[src/asm_pkg.sv]
// package for the audio slot channel mapper: register map, field layout,
// reset values and frame format codes. no surroundings assumed.
package asm_pkg;
   // register offsets on page 0
   localparam logic [7:0] CHAN_B_CFG_ADDR = 8'h0c;
   localparam logic [7:0] CHAN_C_CFG_ADDR = 8'h0d;
   localparam logic [7:0] CHAN_D_CFG_ADDR = 8'h0e;
   localparam logic [7:0] PAGE_ZERO       = 8'h00;
   // field layout
   localparam int RSVD_BIT     = 7;
   localparam int LINE_SEL_BIT = 6;
   localparam int SLOT_MSB     = 5;
   localparam int SLOT_W       = 6;
   localparam logic [5:0] HALF_SPLIT = 6'h20;
   // reset values
   localparam logic [7:0] CHAN_B_RESET = 8'h01;
   localparam logic [7:0] CHAN_C_RESET = 8'h02;
   localparam logic [7:0] CHAN_D_RESET = 8'h03;
   localparam logic [7:0] CFG_WMASK    = 8'h7f;
   // frame formats
   typedef enum logic [1:0] {
      FMT_TDM  = 2'h0,
      FMT_I2S  = 2'h1,
      FMT_LJ   = 2'h2
   } asm_format_type;
   localparam int SAMPLE_W   = 32;
   localparam int FIFO_DEPTH = 8;
endpackage

[src/asm_fifo.sv]
// small synchronous fifo with valid/ready on both sides.
// assumes one clock and an asynchronous active-low reset.
`timescale 1ns/10ps
module asm_fifo #(
   parameter int WIDTH = 32,
   parameter int DEPTH = 8
) (
   // clock and reset
   input  wire logic             clk,
   input  wire logic             reset_n,
   // fill side
   input  wire logic             in_valid,
   output logic                  in_ready,
   input  wire logic [WIDTH-1:0] in_data,
   // drain side
   output logic                  out_valid,
   input  wire logic             out_ready,
   output logic      [WIDTH-1:0] out_data
);
   localparam int AW = $clog2(DEPTH);
   initial begin
      if (DEPTH < 2 || (1 << AW) != DEPTH) $error("asm_fifo: depth must be a power of two");
   end

   typedef struct packed {
      logic [AW:0]      wr;
      logic [AW:0]      rd;
      logic [WIDTH-1:0] dout;
      logic             dvalid;
   } asm_fifo_state_type;

   asm_fifo_state_type       s_q, s_d;
   logic [WIDTH-1:0]         mem_q [DEPTH];
   logic                     full, empty, push, pop;

   assign full      = (s_q.wr[AW] != s_q.rd[AW]) && (s_q.wr[AW-1:0] == s_q.rd[AW-1:0]);
   assign empty     = (s_q.wr == s_q.rd);
   assign in_ready  = !full;
   assign push      = in_valid && !full;
   // output register reloads when empty or being taken
   assign pop       = !empty && (!s_q.dvalid || out_ready);
   assign out_valid = s_q.dvalid;
   assign out_data  = s_q.dout;

   always_comb begin
      s_d = s_q;
      if (push) s_d.wr = s_q.wr + 1'b1;
      if (out_ready && s_q.dvalid) s_d.dvalid = 1'b0;
      if (pop) begin
         s_d.rd     = s_q.rd + 1'b1;
         s_d.dout   = mem_q[s_q.rd[AW-1:0]];
         s_d.dvalid = 1'b1;
      end
   end

   always_ff @(posedge clk or negedge reset_n) begin
      if (!reset_n) s_q <= '0;
      else          s_q <= s_d;
   end

   always_ff @(posedge clk) begin
      if (push) mem_q[s_q.wr[AW-1:0]] <= in_data;
   end

   a_fifo_no_overflow: assert property (@(posedge clk) disable iff (!reset_n)
      full |-> ##1 (s_q.wr == $past(s_q.wr)))
      else $error("fifo written while full");
endmodule

[src/asm_slot_mapper.sv]
// audio slot channel mapper: three channel slot-configuration registers and
// the serializer that places channel b, c, d samples into frame slots.
// assumes bit clock and frame sync arrive as pins; samples come from same-clock logic.
//
// Summary of operation
// - config registers at page 0 offsets 0c, 0d, 0e
// - line select clear: primary serial out
// - line select set: secondary general pin
// - slot 0..31: tdm slot or left half
// - slot 32..63: tdm slot or right half
// - channel b resets to slot 1, primary
// - channel c resets to slot 2, primary
// - channel d resets to slot 3, primary
`timescale 1ns/10ps
module asm_slot_mapper #(
   parameter int WORD_W = asm_pkg::SAMPLE_W,
   parameter int DEPTH  = asm_pkg::FIFO_DEPTH
) (
   // clock and reset
   input  wire logic              clk,
   input  wire logic              reset_n,
   // register port
   input  wire logic              reg_wr,
   input  wire logic              reg_rd,
   input  wire logic [7:0]        reg_page,
   input  wire logic [7:0]        reg_addr,
   input  wire logic [7:0]        reg_wdata,
   output logic      [7:0]        reg_rdata,
   // frame format
   input  wire logic [1:0]        frame_format,
   // sample stream: one word each for channel b, c, d in that order
   input  wire logic              smp_valid,
   output logic                   smp_ready,
   input  wire logic [WORD_W-1:0] smp_data,
   // serial pins
   input  wire logic              bit_clk_pin,
   input  wire logic              frame_sync_pin,
   output logic                   primary_serial_out,
   output logic                   primary_serial_oe,
   output logic                   general_pin_one,
   output logic                   general_pin_one_oe
);
   initial begin
      if (WORD_W < 8 || WORD_W > 32) $error("asm_slot_mapper: word width 8..32 only");
   end

   // ------------------------------------------------------------
   // state
   // ------------------------------------------------------------
   typedef struct packed {
      logic [2:0]        bclk_sync;
      logic [2:0]        fs_sync;
      logic [7:0]        cfg_b;
      logic [7:0]        cfg_c;
      logic [7:0]        cfg_d;
      logic [7:0]        rdata;
      logic [5:0]        slot;
      logic [5:0]        bitn;
      logic [WORD_W-1:0] word_b;
      logic [WORD_W-1:0] word_c;
      logic [WORD_W-1:0] word_d;
      logic [WORD_W-1:0] out_b;
      logic [WORD_W-1:0] out_c;
      logic [WORD_W-1:0] out_d;
      logic [1:0]        load_idx;
      logic              prim;
      logic              prim_oe;
      logic              sec;
      logic              sec_oe;
   } asm_state_type;

   asm_state_type      s_q, s_d;
   logic               f_valid, f_ready;
   logic [WORD_W-1:0]  f_data;
   logic               bclk_fall, fs_rise, fs_level;
   logic [5:0]         eff_slot [3];
   logic [2:0]         hit;
   logic [2:0]         line_sel;
   logic [WORD_W-1:0]  words [3];
   logic [7:0]         cfgs [3];

   asm_fifo #(.WIDTH(WORD_W), .DEPTH(DEPTH)) u_fifo (
      .clk       (clk),
      .reset_n   (reset_n),
      .in_valid  (smp_valid),
      .in_ready  (smp_ready),
      .in_data   (smp_data),
      .out_valid (f_valid),
      .out_ready (f_ready),
      .out_data  (f_data)
   );

   // ------------------------------------------------------------
   // slot matching per channel
   // ------------------------------------------------------------
   assign bclk_fall = s_q.bclk_sync[2] && !s_q.bclk_sync[1];
   assign fs_level  = s_q.fs_sync[1];
   assign fs_rise   = fs_level && !s_q.fs_sync[2];
   assign cfgs[0]   = s_q.cfg_b;
   assign cfgs[1]   = s_q.cfg_c;
   assign cfgs[2]   = s_q.cfg_d;
   // the frame sends the set latched at its start, so refills never touch bits in flight
   assign words[0]  = s_q.out_b;
   assign words[1]  = s_q.out_c;
   assign words[2]  = s_q.out_d;

   for (genvar i = 0; i < 3; i++) begin : g_chan
      always_comb begin
         // two-channel formats: upper half of the code means right half-frame
         if (frame_format == asm_pkg::FMT_TDM) begin
            eff_slot[i] = cfgs[i][asm_pkg::SLOT_MSB:0];
         end else begin
            eff_slot[i] = {1'b0, cfgs[i][asm_pkg::SLOT_MSB-1:0]};
         end
      end
      // in i2s/lj the half is picked by frame sync level: low is left
      assign hit[i] = (s_q.slot == eff_slot[i]) &&
                      ((frame_format == asm_pkg::FMT_TDM) ||
                       (cfgs[i][asm_pkg::SLOT_MSB] == fs_level));
      assign line_sel[i] = cfgs[i][asm_pkg::LINE_SEL_BIT];
   end

   assign f_ready = (s_q.load_idx != 2'd3);

   // ------------------------------------------------------------
   // next state
   // ------------------------------------------------------------
   always_comb begin
      logic       pbit, sbit, pdrv, sdrv;
      logic [7:0] wv;
      pbit = 1'b0;
      sbit = 1'b0;
      pdrv = 1'b0;
      sdrv = 1'b0;
      wv   = reg_wdata & asm_pkg::CFG_WMASK;
      s_d  = s_q;
      s_d.bclk_sync = {s_q.bclk_sync[1:0], bit_clk_pin};
      s_d.fs_sync   = {s_q.fs_sync[1:0], frame_sync_pin};

      if (reg_wr && reg_page == asm_pkg::PAGE_ZERO) begin
         case (reg_addr)
            asm_pkg::CHAN_B_CFG_ADDR: s_d.cfg_b = wv;
            asm_pkg::CHAN_C_CFG_ADDR: s_d.cfg_c = wv;
            asm_pkg::CHAN_D_CFG_ADDR: s_d.cfg_d = wv;
            default: ;
         endcase
      end
      if (reg_rd) begin
         s_d.rdata = 8'h00;
         if (reg_page == asm_pkg::PAGE_ZERO) begin
            case (reg_addr)
               asm_pkg::CHAN_B_CFG_ADDR: s_d.rdata = s_q.cfg_b;
               asm_pkg::CHAN_C_CFG_ADDR: s_d.rdata = s_q.cfg_c;
               asm_pkg::CHAN_D_CFG_ADDR: s_d.rdata = s_q.cfg_d;
               default:                  s_d.rdata = 8'h00;
            endcase
         end
      end

      // sample words are staged b, c, d and latched into the send set at frame start
      if (f_valid && f_ready) begin
         case (s_q.load_idx)
            2'd0:    s_d.word_b = f_data;
            2'd1:    s_d.word_c = f_data;
            default: s_d.word_d = f_data;
         endcase
         s_d.load_idx = s_q.load_idx + 2'd1;
      end

      if (bclk_fall) begin
         for (int k = 0; k < 3; k++) begin
            if (hit[k]) begin
               if (line_sel[k]) begin
                  sbit = sbit | words[k][WORD_W-1-s_q.bitn];
                  sdrv = 1'b1;
               end else begin
                  pbit = pbit | words[k][WORD_W-1-s_q.bitn];
                  pdrv = 1'b1;
               end
            end
         end
         s_d.prim    = pbit;
         s_d.prim_oe = pdrv;
         s_d.sec     = sbit;
         s_d.sec_oe  = sdrv;
         if (s_q.bitn == 6'(WORD_W - 1)) begin
            s_d.bitn = '0;
            s_d.slot = s_q.slot + 6'd1;
         end else begin
            s_d.bitn = s_q.bitn + 6'd1;
         end
      end
      // a frame edge restarts slot 0; in two-channel formats each half restarts too
      if (fs_rise || (frame_format != asm_pkg::FMT_TDM &&
                      s_q.fs_sync[2] != s_q.fs_sync[1])) begin
         s_d.slot = '0;
         s_d.bitn = '0;
         if (fs_rise && s_q.load_idx == 2'd3) begin
            s_d.load_idx = 2'd0;
            s_d.out_b    = s_q.word_b;
            s_d.out_c    = s_q.word_c;
            s_d.out_d    = s_q.word_d;
         end
      end
   end

   always_ff @(posedge clk or negedge reset_n) begin
      if (!reset_n) begin
         s_q       <= '0;
         s_q.cfg_b <= asm_pkg::CHAN_B_RESET;
         s_q.cfg_c <= asm_pkg::CHAN_C_RESET;
         s_q.cfg_d <= asm_pkg::CHAN_D_RESET;
      end else begin
         s_q <= s_d;
      end
   end

   assign reg_rdata          = s_q.rdata;
   assign primary_serial_out = s_q.prim;
   assign primary_serial_oe  = s_q.prim_oe;
   assign general_pin_one    = s_q.sec;
   assign general_pin_one_oe = s_q.sec_oe;

   // ------------------------------------------------------------
   // checks
   // ------------------------------------------------------------
   a_rsvd_reads_zero: assert property (@(posedge clk) disable iff (!reset_n)
      !s_q.cfg_b[7] && !s_q.cfg_c[7] && !s_q.cfg_d[7])
      else $error("reserved bit set");
   a_write_chan_b: assert property (@(posedge clk) disable iff (!reset_n)
      (reg_wr && reg_page == 8'h00 && reg_addr == 8'h0c) |=>
      s_q.cfg_b == ($past(reg_wdata) & 8'h7f))
      else $error("channel b write lost");
   a_read_back_c: assert property (@(posedge clk) disable iff (!reset_n)
      (reg_rd && !reg_wr && reg_page == 8'h00 && reg_addr == 8'h0d) |=>
      reg_rdata == $past(s_q.cfg_c))
      else $error("channel c readback wrong");
   a_primary_route: assert property (@(posedge clk) disable iff (!reset_n)
      (bclk_fall && |hit && !(|(hit & line_sel))) |=> primary_serial_oe && !general_pin_one_oe)
      else $error("primary line not driven");
   a_secondary_route: assert property (@(posedge clk) disable iff (!reset_n)
      (bclk_fall && |hit && !(|(hit & ~line_sel))) |=> general_pin_one_oe && !primary_serial_oe)
      else $error("secondary line not driven");
   a_tdm_slot_match: assert property (@(posedge clk) disable iff (!reset_n)
      (frame_format == 2'h0 && s_q.slot == s_q.cfg_b[5:0]) |-> hit[0])
      else $error("tdm slot not matched");
   a_right_half_slot: assert property (@(posedge clk) disable iff (!reset_n)
      (frame_format != 2'h0 && s_q.cfg_b[5] && !fs_level) |-> !hit[0])
      else $error("right half slot used in left half");
   a_idle_no_drive: assert property (@(posedge clk) disable iff (!reset_n)
      (bclk_fall && hit == 3'b000) |=> !primary_serial_oe && !general_pin_one_oe)
      else $error("line driven in unassigned slot");
   a_reset_values: assert property (@(posedge clk)
      $rose(reset_n) |-> s_q.cfg_b == 8'h01 && s_q.cfg_c == 8'h02 && s_q.cfg_d == 8'h03)
      else $error("reset values wrong");
endmodule

[config.mk]
export PLATFORM = sky130hd
export DESIGN_NAME = asm_slot_mapper
export DESIGN_NICKNAME = d
export VERILOG_FILES = /design/src/asm_pkg.sv /design/src/asm_fifo.sv /design/src/asm_slot_mapper.sv
export SDC_FILE = /design/constraint.sdc
export NUM_CORES = 1
export LEC_CHECK = 0
export ABC_CLOCK_PERIOD_IN_PS = 10440
export BUFFER_PORTS_ARGS = -buffer_cell sky130_fd_sc_hd__buf_2
export CORE_AREA = 2 2 202 204
export DETAILED_ROUTE_END_ITERATION = 10
export DIE_AREA = 0 0 204 206
export GPL_ROUTABILITY_DRIVEN = 1
export PLACE_DENSITY = 0.76
export SLEW_MARGIN = 40
export SYNTH_ARGS = -nofsm -noshare
export SYNTH_HDL_FRONTEND = slang
export SYNTH_SLANG_ARGS = --single-unit
[constraint.sdc]
create_clock -name clk -period 10.44 [get_ports clk]
set_clock_uncertainty 0.05 [all_clocks]
set_input_delay 1.044 -clock clk [delete_from_list [all_inputs] [get_ports clk]]
set_output_delay 1.044 -clock clk [all_outputs]
set_load 0.005 [all_outputs]
==> flow_summary.yaml <==
yosys:
  ys_seq_area_frac: 0.6812
  async_reset_ff_frac: 0.5268
  synth_area_leaders: "edfxtp_1 (35%), dfrtp_1 (32%), mux2_2 (11%)"
  synth_warnings: 0
  syn_inst: 1278
  synth-edff-count: 256
  synth-seq-cells: 541
  syn_area_sq_um: 21760
  synth_top_cell_by_area: "edfxtp_1"
  yosysTopAreaCellShare: 0.3532
  ys.flop_type: "dfrtp_1"
  postSynthAreaPerCell_sq_um: 17.03
  synth_nets: 1351
  yosysUniqueCellTypes: 46
setup_path:
  criticalPathCategory: "flip-flop to flip-flop"
  worst_path_max_delay_cell: "nor3_4"
  worstSetupEndpointType: "flip-flop"
  crit_required_ps: 10640
  cp_cell_sequence: "buf_6, xnor2_1, nand4_1, and2_1, nand2b_1, nor3_4, buf_4"
  cpPeakStageDelay_ps: 620
  arrival_ps: 3400
  startpoint_type: "flip-flop"
  reg2reg_depth: 7
  crit_fanout: 66
clock_network:
  clockBufferDepth: 3
  h-tree-depth: 2
  clk_latency_ps: 590
  cts_buffers: 53
  clock_sinks: 541
  clockRootBuffer: "clkbuf_16"
  cts-resized-gates: 0
  cts_hold_buf: 0
  post_cts_buffers: 0
  cts_tree: "yes"
  clk_pin_slew_worst_paths_ps: 60
global_routing:
  first_global_vias: 11360
  grt_use_total: 0.1968
  grt_max_degree: 79
  gr-total-overflow: 0
  grt_pass1_wl_microns: 63580
  antenna_found_initial: 5
place:
  gp_congestion: 0.7894
  dp_hpwl_microns: 24320
  place_area_sq_um: 22690
  io_buffer_count: 75
  placed_cells: 1829
routing:
  wl_microns: 39740
  vias: 10920
  met1_length_microns: 17320
  drt_pass1_iterations: 6
  routed.top_layer: "met5"
  first_iter_violations: 700
  wl_met3_microns: 1676
  wire_per_inst_microns: 20.60
  routed_via_density: 5.658
  drc: 0
  dr_wl_met2_microns: 19790
  ant_nets: 0
timing:
  grt_setup_unrepaired: "false"
  slew_violations: 0
  fin_tns_setup_ps: 0
  setup_viol: 0
  worst-slew-pin-transition_ps: 823.8
  period_minus_slack_ps: 3192
  hold_viol: 0
  finalCritPeriodShare: 0.3057
  slew_headroom: 0.4497
  fmax_mhz: 313.3
power_and_ir_drop:
  peakVddDrop_v: 0.0002045
  power.density_nw_per_um2: 290.4
  power.total_uw: 7119
  p_leak_uw: 0.009569
run_status:
  status: "finished, final reports clean"
finish:
  layout_common_cells: "dfrtp_1 (277), edfxtp_1 (256), mux2_2 (216), mux2i_1 (77), buf_2 (74)"
  nets: 1426
  design_area_sq_um: 24510
  layout_commonest_cell: "dfrtp_1"
  fillers: 2909
  fin_cells: 1929
  drive_above_1_share: 0.3524
  area_growth_pct: 12.64
min_path:
  worstHoldPathCells: 0
  holdCritPathClass: "flip-flop to flip-flop"
die:
  die_area_sq_um: 42020
  die_y_microns: 206
  core-area_sq_um: 40180
  boundaryPins: 78
  start_util: 0.5416
  num_rows: 74
  die_w_microns: 204
job:
  maxCapViolations: 0
sequential cells by signal, indices dropped and copies added (netlist names), 3 cells and up:
name and flops:
reg_rdata 7, u_fifo.s_q 8, s_q 208, u_fifo.mem_q 256
u_fifo.out_data 32, s_d 3, cfgs 21
layer usage:
metal  GRT usage  up-vias
li1            -     4971
met5           0        -
met2      0.3254      198
met3     0.03500       76
met4     0.06108        6
met1      0.2694     5664
logic make-up after synthesis:
| kind of cell | share of synthesized area |
|---|---|
| AO/OA/AOI/OAI | 0.02570 |
| XOR/XNOR | 0.01328 |
| adder cells (fa/ha/maj) | 0.004599 |
| buffers and inverters | 0.02087 |
| flip-flops | 0.6812 |
| multiplexers | 0.2224 |
| other | 0.0001723 |
| AND/OR/NAND/NOR | 0.03185 |
per-stage QoR:
step	utilization	setup WS [ps]	hold WS (ps)
2_1_floorplan	-	6338	281.2
3_3_place_gp	0.5635	6730	292.3
3_5_place_dp	0.5647	7194	296.4
4_1_cts	0.6093	7173	299.5
5_1_grt	0.6100	7017	317.8
6_report	0.6101	7248	305.8
critical path: cells and delay by family (launching register included):
kind / cells / cell delay [ps]
and+or+nand+nor: 4 / 1230
buffers and inverters: 2 / 1010
xor gates and xnor gates: 1 / 180
DFF: 1 / 350
cells in the mapped netlist, types with 6 or more instances:
master,count
nor2_1,32
mux2_2,216
o21ai_0,39
nand2_1,61
nor2b_1,6
nand3_1,8
xor2_1,19
dfrtp_1,281
edfxtp_1,256
a21oi_1,18
a22oi_1,16
inv_1,12
nor3_1,11
nand2b_1,8
o22ai_1,8
mux4_2,68
mux2i_1,77
buf_1,18
xnor2_1,14
buf_2,21
clkbuf_1,21
buf_4,12
ha_1,8
power by group:
part / switching (uW) / internal (uW) / leakage [uW] / total [uW]
logic: 949 / 1020 / 0.00286 / 1960
clock network: 793 / 1130 / 0.000878 / 1920
registers: 339 / 2890 / 0.00583 / 3230
total: 2080 / 5040 / 0.00957 / 7120
layout make-up:
cell class	count	area [sq um]	share of cell area
antenna	1	2.502	0.0001021
clock buffer	81	1592	0.06492
clock inverter	17	200.2	0.008166
inverter	12	45.04	0.001837
multi-input combinational	648	6581	0.2685
sequential	541	14830	0.6050
tap	532	665.6	0.02715
timing repair buffer	97	596.8	0.02435
path summary, 6_finish.rpt:
path                                 from             endpoint  slack [ps]
max in group asynchronous         reset_n             s_q[182]        8190
max reg2reg                u_fifo.s_q[35]  u_fifo.mem_q[0][11]        7250
min in group asynchronous         reset_n             cfgs[11]         370
max                        u_fifo.s_q[35]  u_fifo.mem_q[0][11]        7250
min reg2reg                      s_d[243]             fs_level         310
min                              s_d[243]             fs_level         310
No activity file was read; power rests on OpenSTA's default activity.
